$ cat src/ast_pkg.sv
/*
 * Package for the asynchronous serial transceiver: register map, field
 * positions, reset values and timing constants.
 * Assumes a 32-bit APB slave with each byte register in one aligned word.
 */
package ast_pkg;

	// ------------------------------------------------------------
	// register byte addresses
	// ------------------------------------------------------------
	localparam logic [7:0] AST_RCSTA_ADDR = 8'h00;
	localparam logic [7:0] AST_TXBUF_ADDR = 8'h04;
	localparam logic [7:0] AST_TXSTA_ADDR = 8'h08;
	localparam logic [7:0] AST_BAUD_ADDR  = 8'h0C;
	localparam logic [7:0] AST_DIVH_ADDR  = 8'h10;
	localparam logic [7:0] AST_DIVL_ADDR  = 8'h14;
	localparam logic [7:0] AST_RXBUF_ADDR = 8'h18;
	localparam logic [7:0] AST_IRQ_ADDR   = 8'h1C;

	// ------------------------------------------------------------
	// receive_status_control fields
	// ------------------------------------------------------------
	localparam int AST_RC_SERIAL_PORT_ENABLE  = 7;
	localparam int AST_RC_RX9   = 6;
	localparam int AST_RC_CONTINUOUS_RECEIVE_ENABLE  = 4;
	localparam int AST_RC_ADDRESS_DETECT_ENABLE = 3;
	localparam int AST_RC_FRAMING_ERROR  = 2;
	localparam int AST_RC_OVERRUN_ERROR  = 1;
	localparam int AST_RC_RX_NINTH_BIT_VALUE  = 0;

	// ------------------------------------------------------------
	// transmit_status_control fields
	// ------------------------------------------------------------
	localparam int AST_TX_TX9   = 6;
	localparam int AST_TX_TRANSMIT_ENABLE  = 5;
	localparam int AST_TX_SYNC  = 4;
	localparam int AST_TX_HIGH_SPEED_BAUD  = 2;
	localparam int AST_TX_SHIFTER_EMPTY  = 1;
	localparam int AST_TX_TX_NINTH_BIT_VALUE  = 0;

	// ------------------------------------------------------------
	// baud_control fields
	// ------------------------------------------------------------
	localparam int AST_BC_RCIDL = 6;
	localparam int AST_BC_RXINV = 5;
	localparam int AST_BC_TXINV = 4;
	localparam int AST_BC_WIDE_BAUD_COUNTER = 3;

	// ------------------------------------------------------------
	// interrupt flag / enable register fields
	// ------------------------------------------------------------
	localparam int AST_IR_TXIF = 0;
	localparam int AST_IR_RCIF = 1;
	localparam int AST_IR_TXIE = 2;
	localparam int AST_IR_RCIE = 3;

	// ------------------------------------------------------------
	// reset values
	// ------------------------------------------------------------
	localparam logic [7:0] AST_TXSTA_RST = 8'h02;
	localparam logic [7:0] AST_RCSTA_RST = 8'h00;
	localparam logic [7:0] AST_BAUD_RST  = 8'h00;

	// ------------------------------------------------------------
	// timing
	// ------------------------------------------------------------
	localparam int AST_OVS       = 16;
	localparam int AST_OVS_W     = 4;
	localparam int AST_SAMPLE_AT = 7;
	localparam int AST_INSTR_CLK = 4;

endpackage

$ cat src/ast_rx_fifo.sv
/*
 * Two-deep receive holding store for ten-bit words; read data come
 * out of a register.
 * A write while full and a read while empty are ignored.
 */
`timescale 1ns/1ps
module ast_rx_fifo #(
	parameter int W     = 10,
	parameter int DEPTH = 2
) (
	input  wire logic         clk_sys_i,
	input  wire logic         sys_rst_i,
	input  wire logic         flush_i,
	input  wire logic         wr_i,
	input  wire logic [W-1:0] wdata_i,
	input  wire logic         rd_i,
	output logic      [W-1:0] rdata_o,
	output logic              empty_o,
	output logic              full_o
);
	localparam int AW = $clog2(DEPTH);

	logic [W-1:0] mem_q [DEPTH];
	logic [AW:0]  cnt_q;
	logic [AW-1:0] wp_q;
	logic [AW-1:0] rp_q;
	wire          do_wr = wr_i && !full_o;
	wire          do_rd = rd_i && !empty_o;
	wire [AW-1:0] rp_n  = (int'(rp_q) == DEPTH - 1) ? '0 : rp_q + 1'b1;
	wire [AW-1:0] wp_n  = (int'(wp_q) == DEPTH - 1) ? '0 : wp_q + 1'b1;
	wire [AW-1:0] rsel  = do_rd ? rp_n : rp_q;

	assign empty_o = (cnt_q == '0);
	assign full_o  = (int'(cnt_q) == DEPTH);

	always_ff @(posedge clk_sys_i) begin
		if (do_wr)
			mem_q[wp_q] <= wdata_i;
	end

	always_ff @(posedge clk_sys_i or posedge sys_rst_i) begin
		if (sys_rst_i) begin
			cnt_q <= '0;
			wp_q  <= '0;
			rp_q  <= '0;
		end else if (flush_i) begin
			cnt_q <= '0;
			wp_q  <= '0;
			rp_q  <= '0;
		end else begin
			if (do_wr)
				wp_q <= wp_n;
			if (do_rd)
				rp_q <= rp_n;
			cnt_q <= cnt_q + (AW+1)'(do_wr) - (AW+1)'(do_rd);
		end
	end

	// head word always registered; a write into an empty store shows next cycle
	always_ff @(posedge clk_sys_i or posedge sys_rst_i) begin
		if (sys_rst_i)
			rdata_o <= '0;
		else if (do_wr && (empty_o || (cnt_q == 1 && do_rd)))
			rdata_o <= wdata_i;
		else
			rdata_o <= mem_q[rsel];
	end
endmodule

$ cat src/ast_top.sv
/*
 * Asynchronous serial transceiver: APB register slave, shared baud
 * generator, transmit buffer and shifter, oversampling receiver with a
 * two-character store, 9-bit address detection and pin polarity control.
 * Assumes APB signals and the receive pin synchronous to clk_sys_i.
 */
`timescale 1ns/1ps
module ast_top
	import ast_pkg::*;
#(
	parameter int RX_DEPTH = 2
) (
	input  wire logic        clk_sys_i,
	input  wire logic        sys_rst_i,
	input  wire logic        psel_i,
	input  wire logic        penable_i,
	input  wire logic        pwrite_i,
	input  wire logic [7:0]  paddr_i,
	input  wire logic [31:0] pwdata_i,
	output logic      [31:0] prdata_o,
	output logic             pready_o,
	output logic             pslverr_o,
	input  wire logic        rx_pin_i,
	output logic             tx_pin_o,
	output logic             irq_o
);
	typedef enum logic [1:0] {
		AST_S_IDLE  = 2'b00,
		AST_S_START = 2'b01,
		AST_S_DATA  = 2'b11,
		AST_S_STOP  = 2'b10
	} ast_state_t;

	// ------------------------------------------------------------
	// registers
	// ------------------------------------------------------------
	logic [7:0]  rc_q, tx_q, bc_q, divh_q, divl_q;
	logic [7:0]  txbuf_q;
	logic        txbuf_full_q, txif_q, txie_q, rcie_q;
	logic        framing_error_vis_q, overrun_error_q;

	wire         serial_port_enable   = rc_q[AST_RC_SERIAL_PORT_ENABLE];
	wire         continuous_receive_enable   = rc_q[AST_RC_CONTINUOUS_RECEIVE_ENABLE];
	wire         address_detect_enable  = rc_q[AST_RC_ADDRESS_DETECT_ENABLE];
	wire         rx9    = rc_q[AST_RC_RX9];
	wire         transmit_enable   = tx_q[AST_TX_TRANSMIT_ENABLE];
	wire         tx9    = tx_q[AST_TX_TX9];
	wire         high_speed_baud   = tx_q[AST_TX_HIGH_SPEED_BAUD];
	wire         wide_baud_counter  = bc_q[AST_BC_WIDE_BAUD_COUNTER];
	wire         async_md = serial_port_enable && !tx_q[AST_TX_SYNC];

	// ------------------------------------------------------------
	// APB decode
	// ------------------------------------------------------------
	wire         acc     = psel_i && penable_i && pready_o;
	wire         wr      = acc && pwrite_i;
	wire         rd      = acc && !pwrite_i;
	wire         known   = (paddr_i[1:0] == 2'b00) && (paddr_i <= AST_IRQ_ADDR);
	wire         wr_rc   = wr && paddr_i == AST_RCSTA_ADDR;
	wire         wr_txb  = wr && paddr_i == AST_TXBUF_ADDR;
	wire         wr_tx   = wr && paddr_i == AST_TXSTA_ADDR;
	wire         wr_bc   = wr && paddr_i == AST_BAUD_ADDR;
	wire         wr_dh   = wr && paddr_i == AST_DIVH_ADDR;
	wire         wr_dl   = wr && paddr_i == AST_DIVL_ADDR;
	wire         wr_ir   = wr && paddr_i == AST_IRQ_ADDR;
	wire         rd_rxb  = rd && paddr_i == AST_RXBUF_ADDR;
	wire [7:0]   wb      = pwdata_i[7:0];

	// ------------------------------------------------------------
	// baud generator: one tick per 1/16 bit for both directions
	// ------------------------------------------------------------
	logic [15:0] brg_q;
	logic [1:0]  pre_q;
	logic        tick_q;
	wire  [15:0] div     = wide_baud_counter ? {divh_q, divl_q} : {8'h00, divl_q};
	wire         brg_hit = (brg_q == 16'h0000);
	// x64 mode needs four brg periods per 16x tick; x16 mode ticks each period
	// either rate bit on selects x16; both off selects x64
	wire         x64     = !high_speed_baud && !wide_baud_counter;
	always_ff @(posedge clk_sys_i or posedge sys_rst_i) begin
		if (sys_rst_i) begin
			brg_q  <= 16'h0000;
			pre_q  <= 2'b00;
			tick_q <= 1'b0;
		end else begin
			brg_q  <= (!async_md || brg_hit) ? div : brg_q - 16'h0001;
			if (async_md && brg_hit)
				pre_q <= pre_q + 2'b01;
			tick_q <= async_md && brg_hit && (!x64 || pre_q == 2'b11);
		end
	end

	// ------------------------------------------------------------
	// transmitter
	// ------------------------------------------------------------
	ast_state_t  ts_q;
	logic [8:0]  tsr_q;
	logic [3:0]  tbit_q;
	logic [AST_OVS_W-1:0] tph_q;
	logic        tline_q;
	logic [2:0]  wr_dly_q;
	wire         tx_go   = async_md && transmit_enable;
	wire         tlast   = tick_q && tph_q == 4'(AST_OVS - 1);
	wire         tnbits  = tbit_q == (tx9 ? 4'd8 : 4'd7);
	wire         load    = tx_go && ts_q == AST_S_IDLE && txbuf_full_q;
	wire         transmit_enable_up = wr_tx && wb[AST_TX_TRANSMIT_ENABLE] && !transmit_enable;
	// a fresh write is not taken by the shifter until its flag has dropped
	wire         wr_hold = |wr_dly_q;

	always_ff @(posedge clk_sys_i or posedge sys_rst_i) begin
		if (sys_rst_i) begin
			ts_q    <= AST_S_IDLE;
			tsr_q   <= 9'h000;
			tbit_q  <= 4'h0;
			tph_q   <= '0;
			tline_q <= 1'b1;
		end else if (!tx_go) begin
			ts_q    <= AST_S_IDLE;
			tline_q <= 1'b1;
		end else begin
			unique case (ts_q)
			AST_S_IDLE: begin
				if (load && !wr_hold) begin
					tsr_q <= {tx_q[AST_TX_TX_NINTH_BIT_VALUE], txbuf_q};
					ts_q  <= AST_S_START;
					tph_q <= '0;
				end
			end
			AST_S_START: begin
				tline_q <= 1'b0;
				if (tlast) begin
					ts_q   <= AST_S_DATA;
					tbit_q <= 4'h0;
				end
			end
			AST_S_DATA: begin
				tline_q <= tsr_q[0];
				if (tlast) begin
					tsr_q  <= {1'b0, tsr_q[8:1]};
					tbit_q <= tbit_q + 4'h1;
					if (tnbits)
						ts_q <= AST_S_STOP;
				end
			end
			AST_S_STOP: begin
				tline_q <= 1'b1;
				if (tlast)
					ts_q <= AST_S_IDLE;
			end
			endcase
			if (tick_q && ts_q != AST_S_IDLE)
				tph_q <= tph_q + 1'b1;
		end
	end

	always_ff @(posedge clk_sys_i or posedge sys_rst_i) begin
		if (sys_rst_i) begin
			txbuf_q      <= 8'h00;
			txbuf_full_q <= 1'b0;
			txif_q       <= 1'b0;
			wr_dly_q     <= 3'b000;
		end else begin
			wr_dly_q <= {wr_dly_q[1:0], wr_txb};
			if (wr_txb) begin
				txbuf_q      <= wb;
				txbuf_full_q <= 1'b1;
			end else if (load && !wr_hold)
				txbuf_full_q <= 1'b0;
			if (load && !wr_hold || transmit_enable_up)
				txif_q <= 1'b1;
			else if (wr_dly_q[0])
				txif_q <= 1'b0;
		end
	end

	// ------------------------------------------------------------
	// receiver
	// ------------------------------------------------------------
	ast_state_t  rs_q;
	logic [8:0]  rsh_q;
	logic [3:0]  rbit_q;
	logic [AST_OVS_W-1:0] rph_q;
	logic [2:0]  smp_q;
	logic        ff_wr_q;
	logic [9:0]  ff_wd_q;
	wire  [9:0]  ff_rd;
	wire         ff_empty, ff_full;
	wire         rx_go   = async_md && continuous_receive_enable;
	wire         rx_in   = rx_pin_i ^ bc_q[AST_BC_RXINV];
	wire         vote    = (smp_q[0] & smp_q[1]) | (smp_q[1] & smp_q[2]) |
	                       (smp_q[0] & smp_q[2]);
	wire         rmid    = tick_q && rph_q == 4'(AST_SAMPLE_AT + 1);
	wire         rnbits  = rbit_q == (rx9 ? 4'd8 : 4'd7);
	wire  [8:0]  rword   = rx9 ? rsh_q : {1'b0, rsh_q[8:1]};
	wire         keep    = !(address_detect_enable && rx9) || rword[8];
	wire         stop_ok = vote;

	always_ff @(posedge clk_sys_i or posedge sys_rst_i) begin
		if (sys_rst_i) begin
			rs_q    <= AST_S_IDLE;
			rsh_q   <= 9'h000;
			rbit_q  <= 4'h0;
			rph_q   <= '0;
			smp_q   <= 3'b111;
			ff_wr_q <= 1'b0;
			ff_wd_q <= 10'h000;
			framing_error_vis_q <= 1'b0;
			overrun_error_q  <= 1'b0;
		end else if (!rx_go) begin
			rs_q    <= AST_S_IDLE;
			ff_wr_q <= 1'b0;
			framing_error_vis_q <= 1'b0;
			overrun_error_q  <= 1'b0;
		end else begin
			ff_wr_q <= 1'b0;
			if (tick_q) begin
				smp_q <= {smp_q[1:0], rx_in};
				rph_q <= rph_q + 1'b1;
			end
			unique case (rs_q)
			AST_S_IDLE: begin
				// start needs a falling edge, so a low stop bit or a held
				// low line cannot retrigger a frame
				if (tick_q && !rx_in && smp_q[0] && !overrun_error_q) begin
					rs_q  <= AST_S_START;
					rph_q <= '0;
				end
			end
			AST_S_START: begin
				if (rmid) begin
					rs_q   <= vote ? AST_S_IDLE : AST_S_DATA;
					rbit_q <= 4'h0;
				end
			end
			AST_S_DATA: begin
				if (rmid) begin
					rsh_q  <= {vote, rsh_q[8:1]};
					rbit_q <= rbit_q + 4'h1;
					if (rnbits)
						rs_q <= AST_S_STOP;
				end
			end
			AST_S_STOP: begin
				if (rmid) begin
					rs_q <= AST_S_IDLE;
					if (keep) begin
						if (ff_full)
							overrun_error_q <= 1'b1;
						else begin
							ff_wr_q <= 1'b1;
							ff_wd_q <= {!stop_ok, rword};
						end
					end
				end
			end
			endcase
			// limitation: a fresh character also re-shows older stored errors
			if (ff_wr_q)
				framing_error_vis_q <= 1'b1;
		end
	end

	ast_rx_fifo #(
		.W     (10),
		.DEPTH (RX_DEPTH)
	) u_rx_fifo (
		.clk_sys_i (clk_sys_i),
		.sys_rst_i (sys_rst_i),
		.flush_i   (!serial_port_enable),
		.wr_i      (ff_wr_q),
		.wdata_i   (ff_wd_q),
		.rd_i      (rd_rxb),
		.rdata_o   (ff_rd),
		.empty_o   (ff_empty),
		.full_o    (ff_full)
	);

	// ------------------------------------------------------------
	// register writes and read mux
	// ------------------------------------------------------------
	always_ff @(posedge clk_sys_i or posedge sys_rst_i) begin
		if (sys_rst_i) begin
			rc_q   <= AST_RCSTA_RST;
			tx_q   <= AST_TXSTA_RST;
			bc_q   <= AST_BAUD_RST;
			divh_q <= 8'h00;
			divl_q <= 8'h00;
			txie_q <= 1'b0;
			rcie_q <= 1'b0;
		end else begin
			if (wr_rc)
				rc_q <= wb & 8'hD8;
			if (wr_tx)
				tx_q <= wb & 8'h75;
			if (wr_bc)
				bc_q <= wb & 8'h38;
			if (wr_dh)
				divh_q <= wb;
			if (wr_dl)
				divl_q <= wb;
			if (wr_ir) begin
				txie_q <= wb[AST_IR_TXIE];
				rcie_q <= wb[AST_IR_RCIE];
			end
		end
	end

	wire        rcif  = !ff_empty;
	wire        shifter_empty  = ts_q == AST_S_IDLE;
	wire [7:0]  rc_rd = {rc_q[7:3], ff_rd[9] & !ff_empty & framing_error_vis_q, overrun_error_q,
	                     ff_rd[8] & rx9};
	wire [7:0]  tx_rd = {tx_q[7:2], shifter_empty, tx_q[0]};
	wire [7:0]  bc_rd = {bc_q[7], rs_q == AST_S_IDLE, bc_q[5:0]};
	wire [7:0]  ir_rd = {4'h0, rcie_q, txie_q, rcif, txif_q};
	logic [7:0] rmux;
	always_comb begin
		unique case (paddr_i)
		AST_RCSTA_ADDR: rmux = rc_rd;
		AST_TXBUF_ADDR: rmux = txbuf_q;
		AST_TXSTA_ADDR: rmux = tx_rd;
		AST_BAUD_ADDR:  rmux = bc_rd;
		AST_DIVH_ADDR:  rmux = divh_q;
		AST_DIVL_ADDR:  rmux = divl_q;
		AST_RXBUF_ADDR: rmux = ff_rd[7:0];
		AST_IRQ_ADDR:   rmux = ir_rd;
		default:        rmux = 8'h00;
		endcase
	end

	// ------------------------------------------------------------
	// outputs, all registered; pready rises one cycle into access
	// ------------------------------------------------------------
	always_ff @(posedge clk_sys_i or posedge sys_rst_i) begin
		if (sys_rst_i) begin
			prdata_o  <= 32'h0000_0000;
			pready_o  <= 1'b0;
			pslverr_o <= 1'b0;
			tx_pin_o  <= 1'b1;
			irq_o     <= 1'b0;
		end else begin
			pready_o  <= psel_i && penable_i && !pready_o;
			pslverr_o <= psel_i && penable_i && !pready_o && !known;
			prdata_o  <= {24'h00_0000, rmux};
			tx_pin_o  <= tline_q ^ bc_q[AST_BC_TXINV];
			irq_o     <= (txif_q && txie_q) || (rcif && rcie_q);
		end
	end
endmodule

$ cat config.mk
export PLATFORM = sky130hd
export DESIGN_NAME = ast_top
export DESIGN_NICKNAME = d
export VERILOG_FILES = /design/src/ast_pkg.sv /design/src/ast_rx_fifo.sv /design/src/ast_top.sv
export SDC_FILE = /design/constraint.sdc
export NUM_CORES = 1
export LEC_CHECK = 0
export BUFFER_PORTS_ARGS = -buffer_cell sky130_fd_sc_hd__clkbuf_2
export CORE_ASPECT_RATIO = 1.2
export CORE_MARGIN = 10
export CORE_UTILIZATION = 63
export CTS_BUF_LIST = sky130_fd_sc_hd__clkbuf_16
export DETAILED_ROUTE_END_ITERATION = 6
export GPL_ROUTABILITY_DRIVEN = 0
export GPL_TIMING_DRIVEN = 0
export PLACE_DENSITY = 0.85
export SYNTH_ARGS = -nofsm -noshare
export SYNTH_HDL_FRONTEND = slang
export SYNTH_SLANG_ARGS = --single-unit
export TNS_END_PERCENT = 20
$ cat constraint.sdc
create_clock -name clk_sys_i -period 11 [get_ports clk_sys_i]
set_input_delay 1.65 -clock clk_sys_i [delete_from_list [all_inputs] [get_ports clk_sys_i]]
set_output_delay 1.65 -clock clk_sys_i [all_outputs]
set_load 0.02 [all_outputs]
==> metrics.log, run 1 <==
[metrics] Synth Instances: ~680
[metrics] clock-pin slew reported for the worst setup and hold paths after clock tree synthesis: 60 ps
[metrics] initial core utilization: between 60% and 70%
[metrics] Max IR drop VDD: 0.0944 mV
[metrics] worst reg2reg startpoint: wr_dly_q[1]
[metrics] latest clock arrival within the worst-skew pair: roughly 440 ps
[metrics] synthesized area divided by synthesized cell count: 11.2 µm²
[metrics] maximum frequency from static timing analysis: 0.279 GHz
[metrics] Crit path largest cell delay: between 700 and 800 ps
[metrics] number of input and output port buffers inserted: 32
[metrics] chip width: about 120 µm
[metrics] yosys synthesis warning count: 0
[metrics] Hold Path Sink: wr_dly_q[1]
[metrics] clock tree from TritonCTS: done
[metrics] Placeable Area: 12000 µm²
[metrics] flop2flop setup slack: between 8000 and 9000 ps
[metrics] footprint of the multi-input gates: 3140 µm²
[metrics] post-synth design cell area: between 7000 and 8000 µm²
[metrics] final layout net count: 812
[metrics] Yosys cell types: 65
[metrics] root buffer selected by CTS: clkbuf_16
[metrics] average wire per standard cell: approximately 19 µm
[metrics] outcome: complete, no violations
[metrics] critical path cell sequence: clkbuf_2, buf_2, nor4bb_1, nand4_1, nor3_1, o21ai_0, a31oi_1
[metrics] via count of the first global-routing pass: 5734
[metrics] number of hold buffers added after CTS: 0
[metrics] total CTS buffers: 17
[metrics] number of core rows: 44
[metrics] die area: roughly 17000 µm²
[metrics] post-route antenna net violation count: 0
[metrics] share of the core filled with cells in the final layout: between 70% and 80%
[metrics] endpoint kind of the worst setup timing path: register
[metrics] count of boundary I/O pins: 82
[metrics] most used flip-flop cell after synthesis: dfrtp_1
[metrics] first-iteration detailed-routing DRC count: ~470
[metrics] final number of setup-violating endpoints: 0
[metrics] Max Slew Vio Count: 0
[metrics] Slew @ Worst Pin: ~1100 ps
[metrics] HP Class: reg -> reg
[metrics] worst-path maximum fanout: 10
[metrics] clock buffer depth: 2
[metrics] headroom to the max-slew limit: between 20 and 30%
[metrics] drt via density: approximately 6
[metrics] post_cts resized: 0
[metrics] length of the first detailed-routing pass in iterations: 5
[metrics] drt total wl: between 15 and 20 mm
[metrics] cells on worst reg2reg path: 5
[metrics] share of flip-flops with an asynchronous set or reset: 87.7%
[metrics] hold violation total from the final report: 0
[metrics] global router's overall resource usage: about 22%
[metrics] DRC violation count after routing: 0
[metrics] share of final-layout standard cells stronger than drive strength 1: 21.9%
[metrics] post-route setup TNS: 0 ps
[metrics] global route overflow: 0
[metrics] Worst Setup Path Type: in -> reg
[metrics] most frequent standard cell in the layout excluding fill and tap cells: dfrtp_1
[metrics] crit start category: input pin
[metrics] Final HPWL DP: 12.5 mm
[metrics] final cycle utilization of the critical path: about a third
[metrics] Max stage delay cell, worst path: nor3_1
[metrics] commonest non-fill, non-tap cells in the layout: 138 x dfrtp_1, 61 x nor2_1, 52 x mux2_2, 51 x o21ai_0, 40 x nand2_1
[metrics] Filler cells: 829
[metrics] via count of the routed design: approximately 5.5k
[metrics] Hold Path Depth: 0
[metrics] synthesized flop and latch total: about 160
[metrics] final worst path period need: 3580 ps
[metrics] max_cap viols: 0
[metrics] required time of the worst setup path: 11340 ps
[metrics] Die Ht: roughly 140 µm
[metrics] post-CTS setup-driven buffer insertion count: 0
[metrics] first-pass GRT wire length: about 29 mm
[metrics] post-synthesis sequential area ratio: 54.8%
[metrics] P&R area growth vs syn: 13.1%
[metrics] critical path data arrival time: 3920 ps
[metrics] clock sink count: between 150 and 200
[metrics] FF/Latch Area: ~4200 µm²
[metrics] setup repair after global routing missed its margin: no
[metrics] power density over cell area: roughly 140 nW/µm²
[metrics] H-tree depth: 4
[metrics] ant diodes: 0
[metrics] worst-case clock skew: 10.4 ps
[metrics] number of enable-type register cells in the synthesized netlist: 20
[metrics] pin count of the biggest net entering global routing: between 100 and 150
[metrics] antenna violations before repair: 0
[metrics] Worst R2R End: tsr_q[7]
[metrics] hold_sp: wr_dly_q[0]
[metrics] Leak: approximately 4.0 nW
## cell families after synthesis
kind of cell               count (synthesis)  share of synthesized area, %
AOI/OAI and AO/OA                        123                          9.63
xor gates and xnor gates                  20                          2.29
adders and majority gates                  8                          1.31
buffers and inverters                     73                          5.29
DFF                                      163                          54.8
muxes                                     85                          12.8
other                                      1                        0.0491
and+or+nand+nor                          210                          13.8
## metal layers
| metal | GRT usage (%) | share of wire, % |
|---|---|---|
| met1 | 23.9 | 38 |
| met2 | 37.9 | 53 |
| met3 | 5.51 | 5.8 |
| met4 | 9.67 | 3.4 |
| met5 | 0 | 0 |
## state kept, by name, indices dropped and copies added (netlist names), 5 cells and up
register and flops:
divl_q 8, brg_q 16, txbuf_q 8, divh_q 8, ff_wd_q 10, tsr_q 9
u_rx_fifo.rdata_o 10, tx_q 5, prdata_o 8, rsh_q 9, u_rx_fifo.mem_q 20
## worst max path at each step
stage,start,to,slack [ps],cells after the start
finish,paddr_i[4],u_rx_fifo.rdata_o[5],7420,7
global route,paddr_i[4],u_rx_fifo.rdata_o[5],7190,7
CTS,paddr_i[4],u_rx_fifo.rdata_o[5],7470,7
detailed placement,paddr_i[4],u_rx_fifo.rdata_o[3],7200,7
global placement,sys_rst_i,brg_q[5],4190,2
floorplan,sys_rst_i,bc_q[3],5520,1
## report_power, final
group	internal (W)	leakage [nW]	switching [W]
sequential	0.000610	2.03	0.00000122
combinational	0.0000172	1.74	0.0000358
clock	0.000285	0.261	0.000238
## cell type report
type / instances / area share (%)
multi-input cells: 470 / 36.3
flip-flops and latches: 163 / 48.4
inverters: 19 / 0.883
well taps: 161 / 2.33
clock inverters: 15 / 1.11
clock buffers: 17 / 4.92
plain buffers: 54 / 3.85
repair buffers: 33 / 2.17
## cell usage after synthesis (all sizes together), types with 10 or more instances
library cell    n  share of area (%)
inv            19               0.93
a31oi          13                1.1
edfxtp         20                7.9
mux2           52                7.7
a21oi          29                1.9
buf            32                3.1
dfrtp         138                 45
nand3          35                2.3
nor2           61                3.0
clkbuf         22                1.2
nand2          40                2.0
mux2i          28                3.7
nor4           10               0.98
nor3           19                1.3
xnor2          14                1.6
o21ai          51                3.3
## worst max-delay path, delay by kind of cell
| kind | cells | cell delay (ps) |
|---|---|---|
| and+or+nand+nor | 3 | 1420 |
| AOI/OAI and AO/OA | 2 | 510 |
| buffers and inverters | 2 | 340 |
## per-stage QoR
stage	cells	setup slack, ps	area [µm²]	hold WS [ps]	total power, W
after detailed placement	900	7200	8120	375	0.000674
after floorplan	706	5520	7730	355	0.000658
after global placement	899	4190	8090	361	0.000672
final	932	7420	8640	406	0.00119
after global routing	932	7190	8640	411	0.00122
after CTS	932	7470	8640	403	0.00119
Note: power is estimated with default switching activity, not from simulation.
==> inputs of run 2 (changes only) <==
ABC_AREA = 1   (was unset)
CORE_UTILIZATION = 59   (was 63)
PLACE_DENSITY = 0.8   (was 0.85)
clock period = 3.4 ns   (was 11 ns; I/O delays follow)
==> metrics.log, run 2 <==
[metrics] outcome: complete, no violations
[metrics] Yosys cell types: 41 (-37%)
[metrics] ant diodes: 0 (unchanged)
[metrics] length of the first detailed-routing pass in iterations: 7 (+2)
[metrics] Die Ht: 146 µm (+3.5%)
[metrics] most frequent cell after synthesis: nand2_1
[metrics] Max Slew Vio Count: 0 (unchanged)
[metrics] global route overflow: 0 (unchanged)
[metrics] number of input and output port buffers inserted: 33 (+3.1%)
[metrics] share of final-layout standard cells stronger than drive strength 1: 13.0% (-8.9 points)
[metrics] final cycle utilization of the critical path: between 50% and 60%
[metrics] count of boundary I/O pins: 82 (unchanged)
[metrics] post-route setup TNS: 0 ps (unchanged)
[metrics] cells on worst reg2reg path: 12 (+7)
[metrics] minimum setup slack after placement: 1200 ps (-6000 ps)
[metrics] first-pass GRT wire length: 29.2 mm (+0.79%)
[metrics] antenna violations before repair: 0 (unchanged)
[metrics] initial core utilization: 60.7% (-3.0 points)
[metrics] clock buffer depth: 2 (unchanged)
[metrics] final setup slack of the worst path: 1370 ps (-6040 ps)
[metrics] Power, Total: 0.00406 W (+240%)
[metrics] most used flip-flop cell after synthesis: dfrtp_1
[metrics] first-iteration detailed-routing DRC count: 477 (+2.4%)
[metrics] share of flip-flops with an asynchronous set or reset: 87.7% (unchanged)
[metrics] Largest regs: u_rx_fifo.mem_q (20), brg_q (16)
[metrics] total CTS buffers: 17 (unchanged)
[metrics] post-route antenna net violation count: 0 (unchanged)
[metrics] post_cts resized: 0 (unchanged)
[metrics] Final HPWL DP: 12.9 mm (+3.4%)
[metrics] headroom to the max-slew limit: 36.2% (+8.0 points)
[metrics] top cell types by occurrence after synthesis: 258 x nand2_1, 138 x dfrtp_1, 102 x inv_1, 91 x nand3_1, 90 x o21ai_0
[metrics] dominant cells by area after synthesis: dfrtp_1 45%, nand2_1 12%, edfxtp_1 7.7%
[metrics] flop2flop setup slack: 1370 ps (-7250 ps)
[metrics] final worst path period need: between 2000 and 2500 ps
[metrics] Max IR drop VDD: 0.345 mV (+270%)
[metrics] synthesized area divided by synthesized cell count: 8.42 µm² (-25%)
[metrics] yosys synthesis warning count: 0 (unchanged)
[metrics] H-tree depth: 4 (unchanged)
[metrics] Worst Setup Path Type: reg -> reg
[metrics] Worst R2R End: u_rx_fifo.cnt_q[1]
[metrics] post-synthesis sequential area ratio: 54.0% (-0.80 points)
[metrics] clock tree from TritonCTS: done
[metrics] clock-pin slew reported for the worst setup and hold paths after clock tree synthesis: 70 ps (about the same)
[metrics] fraction of synthesized cell area taken by the top area cell type: 44.5% (-0.66 points)
[metrics] drt via density: 5.32 (-10%)
[metrics] drt total wl: 17.5 mm (-0.57%)
[metrics] HP Class: in -> async
[metrics] worst-case clock skew: 10.1 ps (-0.301 ps)
[metrics] required time of the worst setup path: 3760 ps (-7580 ps)
[metrics] P&R area growth vs syn: 14.7%
[metrics] Slew @ Worst Pin: 953 ps (-114 ps)
[metrics] top cell type by total area after synthesis: dfrtp_1
[metrics] synthesized flop and latch total: 163 (unchanged)
[metrics] post-CTS setup-driven buffer insertion count: 0 (unchanged)
[metrics] DRC violation count after routing: 0 (unchanged)
[metrics] clock sink count: 163 (unchanged)
[metrics] setup repair after global routing missed its margin: no
[metrics] register ranked first by flip-flop count: u_rx_fifo.mem_q
[metrics] number of hold buffers added after CTS: 0 (unchanged)
[metrics] via count of the first global-routing pass: 6049 (+5.5%)
[metrics] max_cap viols: 0 (unchanged)
[metrics] worst reg2reg startpoint: u_rx_fifo.cnt_q[1]
[metrics] maximum frequency from static timing analysis: 0.493 GHz
[metrics] average wire per standard cell: 14.9 µm (-21%)
[metrics] commonest non-fill, non-tap cells in the layout: 258 x nand2_1, 138 x dfrtp_1, 102 x inv_1, 91 x nand3_1, 90 x o21ai_0
[metrics] number of flip-flops under the largest register name: 20 (unchanged)
[metrics] number of enable-type register cells in the synthesized netlist: 20 (unchanged)
[metrics] number of core rows: 45 (+2.3%)
[metrics] crit start category: register
[metrics] most frequent standard cell in the layout excluding fill and tap cells: nand2_1
[metrics] chip width: 125 µm (+3.4%)
[metrics] Leak: 4.55 nW (+13%)
[metrics] pin count of the biggest net entering global routing: 37 (-63%)
[metrics] critical path data arrival time: 2390 ps (-1530 ps)
[metrics] final layout net count: 1054 (+30%)
[metrics] die area: 18100 µm² (+7.0%)
[metrics] Placeable Area: 12800 µm² (+6.5%)
[metrics] final number of setup-violating endpoints: 0 (unchanged)
[metrics] root buffer selected by CTS: clkbuf_16
[metrics] hold violation total from the final report: 0 (unchanged)
[metrics] latest clock arrival within the worst-skew pair: 430 ps (about the same)
[metrics] cell total after placement: 1145 (+27%)
[metrics] post-route non-filler standard cell count: 1177 (+26%)
[metrics] post-synth design cell area: 7750 µm² (+1.5%)
[metrics] global router's overall resource usage: 19.4% (-2.1 points)
[metrics] via count of the routed design: 6256 (+13%)
[metrics] worst-path maximum fanout: 10 (unchanged)
[metrics] power density over cell area: 457 nW/µm² (+230%)
[metrics] endpoint kind of the worst setup timing path: register
[metrics] Synth Instances: 921 (+35%)
run 2: changes by cell type after synthesis, sizes merged, moves of 15 or more:
cell | previous run | this run
nand2 | 40 | 264
inv | 19 | 103
nand3 | 35 | 92
mux2 | 52 | 0
o21ai | 51 | 96
mux2i | 28 | 2
nor2 | 61 | 76
run 2: layout make-up:
class | instances | area, µm²
Clock inverter | 14 | 149
Tap cell | 164 | 205
Sequential cell | 163 | 4190
Timing Repair Buffer | 37 | 245
Inverter | 103 | 390
Multi-Input combinational cell | 636 | 3000
Clock buffer | 18 | 450
Fill cell | 1013 | 3890
Buffer | 42 | 268
run 2: worst max path at each step:
stage / from / cells after the start / slack, ps / to
CTS: u_rx_fifo.cnt_q[1] / 12 / 1370 / u_rx_fifo.cnt_q[1]
global placement: sys_rst_i / 2 / 230 / tbit_q[2]
finish: u_rx_fifo.cnt_q[1] / 12 / 1370 / u_rx_fifo.cnt_q[1]
floorplan: sys_rst_i / 1 / 1100 / bc_q[3]
global route: rc_q[7] / 7 / 1170 / tsr_q[0]
detailed placement: paddr_i[7] / 12 / 1200 / u_rx_fifo.cnt_q[1]
run 2: kinds of logic (layout without fill, tap and decap cells):
family                     Yosys count  in the layout  share of synthesized area [%]
adders and majority gates            8              8                           1.29
xor gates and xnor gates            17             17                           1.92
AOI/OAI and AO/OA                  123            123                           8.57
other                                1             24                         0.0484
DFF                                163            163                           54.0
muxes                                2              2                          0.258
buffers and inverters              145            214                           8.44
and+or+nand+nor                    462            462                           25.5
run 2: per-stage QoR:
stage	util (%)	hold WS [ps]	instance area, µm²
floorplan	-	354	7840
CTS	69.6	116	8890
global route	69.6	132	8890
finish	69.6	114	8890
detailed placement	64.9	370	8290
global placement	64.3	365	8210
run 2: report_power, final:
group | internal, W | switching, W
clock | 0.00113 | 0.000801
sequential | 0.00197 | 0.00000381
combinational | 0.0000492 | 0.000105
run 2: routing by layer:
layer / part of all wire (%) / vias up / GRT usage, % / wire length [µm]
met5: 0 / - / 0 / 0
met3: 5.7 / 41 / 5.53 / 998
li1: - / 3089 / - / -
met1: 40 / 2953 / 22.8 / 7080
met4: 2.4 / 0 / 7.23 / 412
met2: 51 / 173 / 32.9 / 8990
run 2: critical path: stages (launching register included):
cell and delay (ps):
dfrtp_1 390, inv_1 80, nand2_1 150, nand2_1 80, nor2_1 280, nand2_1 140
nand2_1 120, buf_2 230, nand2_1 80, ha_1 210, nand3_1 80, nand2_1 50
nor2_1 80
==> inputs of run 3 (changes only) <==
ABC_AREA = 0   (was 1)
CORE_UTILIZATION = 53   (was 59)
PLACE_DENSITY = 0.76   (was 0.8)
clock period = 1.69 ns   (was 3.4 ns; I/O delays follow)
==> metrics.log, run 3 (synthesis gave the netlist of run 1 again) <==
[metrics] maximum frequency from static timing analysis: 0.469 GHz (-4.9%)
[metrics] via count of the first global-routing pass: 5724 (-5.4%)
[metrics] critical path data arrival time: 2470 ps (+80 ps)
[metrics] setup repair after global routing missed its margin: yes
[metrics] start point of the critical path: brg_q[10]
[metrics] power density over cell area: 850 nW/µm² (+86%)
[metrics] clock tree from TritonCTS: done
[metrics] commonest non-fill, non-tap cells in the layout: 138 x dfrtp_1, 51 x mux2_2, 48 x buf_4, 47 x nor2_1, 35 x clkbuf_2
[metrics] Final HPWL DP: 12.6 mm (-2.6%)
[metrics] met1 capacity usage during global routing: 21.9% (-0.91 points)
[metrics] hold_sp: penable_i
[metrics] final worst path period need: 2130 ps (+104 ps)
[metrics] most frequent standard cell in the layout excluding fill and tap cells: dfrtp_1
[metrics] hold violation total from the final report: 0 (unchanged)
[metrics] final setup slack of the worst path: -441 ps (-1810 ps)
[metrics] final layout net count: 840 (-20%)
[metrics] initial core utilization: 53.4% (-7.2 points)
[metrics] final number of setup-violating endpoints: 56 (+56)
[metrics] Worst Setup Path Type: reg -> reg
[metrics] drt total wl: 18.2 mm (+4.3%)
[metrics] met3 usage: 3.79% (-1.7 points)
[metrics] count of boundary I/O pins: 82 (unchanged)
[metrics] antenna violations before repair: 0 (unchanged)
[metrics] clock buffer depth: 2 (unchanged)
[metrics] share of final-layout standard cells stronger than drive strength 1: 34.2% (+21 points)
[metrics] final cycle utilization of the critical path: 126% (+66 points)
[metrics] die area: 19600 µm² (+8.2%)
[metrics] clock-pin slew reported for the worst setup and hold paths after clock tree synthesis: 60 ps (about the same)
[metrics] global route overflow: 0 (unchanged)
[metrics] length of the first detailed-routing pass in iterations: 7 (unchanged)
[metrics] Largest regs: u_rx_fifo.mem_q (20), brg_q (16)
[metrics] flop2flop setup slack: -440 ps (-1810 ps)
[metrics] required time of the worst setup path: 2030 ps (-1730 ps)
[metrics] Leak: 4.35 nW (-4.5%)
[metrics] via count of the routed design: 5688 (-9.1%)
[metrics] clock sink count: 163 (unchanged)
[metrics] average wire per standard cell: 18.7 µm (+26%)
[metrics] Max Slew Vio Count: 0 (unchanged)
[metrics] ant diodes: 0 (unchanged)
[metrics] met2 global-route usage: 32.4% (-0.49 points)
[metrics] number of core rows: 48 (+6.7%)
[metrics] first-iteration detailed-routing DRC count: 435 (-8.8%)
[metrics] register ranked first by flip-flop count: u_rx_fifo.mem_q
[metrics] worst-case clock skew: 11.4 ps (+1.24 ps)
[metrics] Placeable Area: 14300 µm² (+12%)
[metrics] root buffer selected by CTS: clkbuf_16
[metrics] latest clock arrival within the worst-skew pair: 420 ps (about the same)
[metrics] GRT Max-Usage Layer: met2
[metrics] worst reg2reg startpoint: brg_q[10]
[metrics] chip width: 130 µm (+4.0%)
[metrics] pin count of the biggest net entering global routing: 46 (+24%)
[metrics] endpoint kind of the worst setup timing path: register
[metrics] drt via density: 5.85 (+10%)
[metrics] Max IR drop VDD: 0.630 mV (+83%)
[metrics] Die Ht: 152 µm (+4.1%)
[metrics] post-route antenna net violation count: 0 (unchanged)
[metrics] Slew @ Worst Pin: 703 ps (-250 ps)
[metrics] number of flip-flops under the largest register name: 20 (unchanged)
[metrics] Power, Total: 0.00797 W (+96%)
[metrics] outcome: finished with violations
[metrics] number of input and output port buffers inserted: 32 (-3.0%)
[metrics] max_cap viols: 0 (unchanged)
[metrics] DRC violation count after routing: 0 (unchanged)
[metrics] minimum setup slack after placement: -802 ps (-2000 ps)
[metrics] first-pass GRT wire length: 29.1 mm (-0.31%)
[metrics] violations in the final reports: setup timing
[metrics] worst-path maximum fanout: 4 (-6)
[metrics] total CTS buffers: 17 (unchanged)
[metrics] H-tree depth: 4 (unchanged)
[metrics] headroom to the max-slew limit: 53.1% (+17 points)
[metrics] crit start category: register
[metrics] P&R area growth vs syn: 22.9%
[metrics] HP Class: in -> reg
[metrics] global router's overall resource usage: 18.8% (-0.65 points)
==> run 3: final timing paths <==
path	endpoint	cells past startpoint
min reg2reg	wr_dly_q[2]	0
max reg2reg	brg_q[13]	7
max	brg_q[13]	7
min	pready_o	3
min in group asynchronous	rbit_q[0]	3
max in group asynchronous	prdata_o[4]	5
==> run 3: what timing repair did <==
item,CTS,global route
resized for setup,76,74
setup endpoints to repair,121,110
hold endpoints to repair,23,0
hold buffers,1,0
buffers inserted,14,11
pin swaps,12,12
gates cloned,3,0
==> run 3: worst max-delay path, cell delays in order (launching register included) <==
cell	delay [ps]
dfrtp_1	380
or4_4	530
or3_4	370
o41ai_4	270
buf_6	200
buf_6	110
nand3_1	80
o21ai_1	120
==> run 3: per-stage QoR <==
stage	cell area [µm²]	util, %	hold slack [ps]	TNS, ps	std cells
6_report	9390	65.7	65.2	-9030	973
5_1_grt	9390	65.7	79.8	-15330	973
4_1_cts	9110	63.8	44.2	-11480	964
3_5_place_dp	8170	57.2	347	-51930	916
3_3_place_gp	8110	56.8	364	-200450	913
2_1_floorplan	7730	-	355	-59470	706
==> run 3: layout make-up <==
| cell class | count | area (µm²) |
|---|---|---|
| Timing Repair Buffer | 64 | 479 |
| Inverter | 19 | 75.1 |
| Fill cell | 1044 | 4910 |
| Buffer | 51 | 393 |
| Clock inverter | 14 | 123 |
| Multi-Input combinational cell | 470 | 3490 |
| Tap cell | 175 | 219 |
| Clock buffer | 17 | 425 |
| Sequential cell | 163 | 4190 |
==> run 3: power breakdown <==
group	switching, W	internal [W]
Combinational	0.000247	0.000131
Clock	0.00149	0.00213
Sequential	0.00000814	0.00397
Total	0.00174	0.00623
==> run 3: metal layers <==
metal / part of all wire (%) / wire (µm)
met2: 52 / 9430
met5: 0 / 0
met4: 3.5 / 640
met3: 5.3 / 959
met1: 40 / 7210
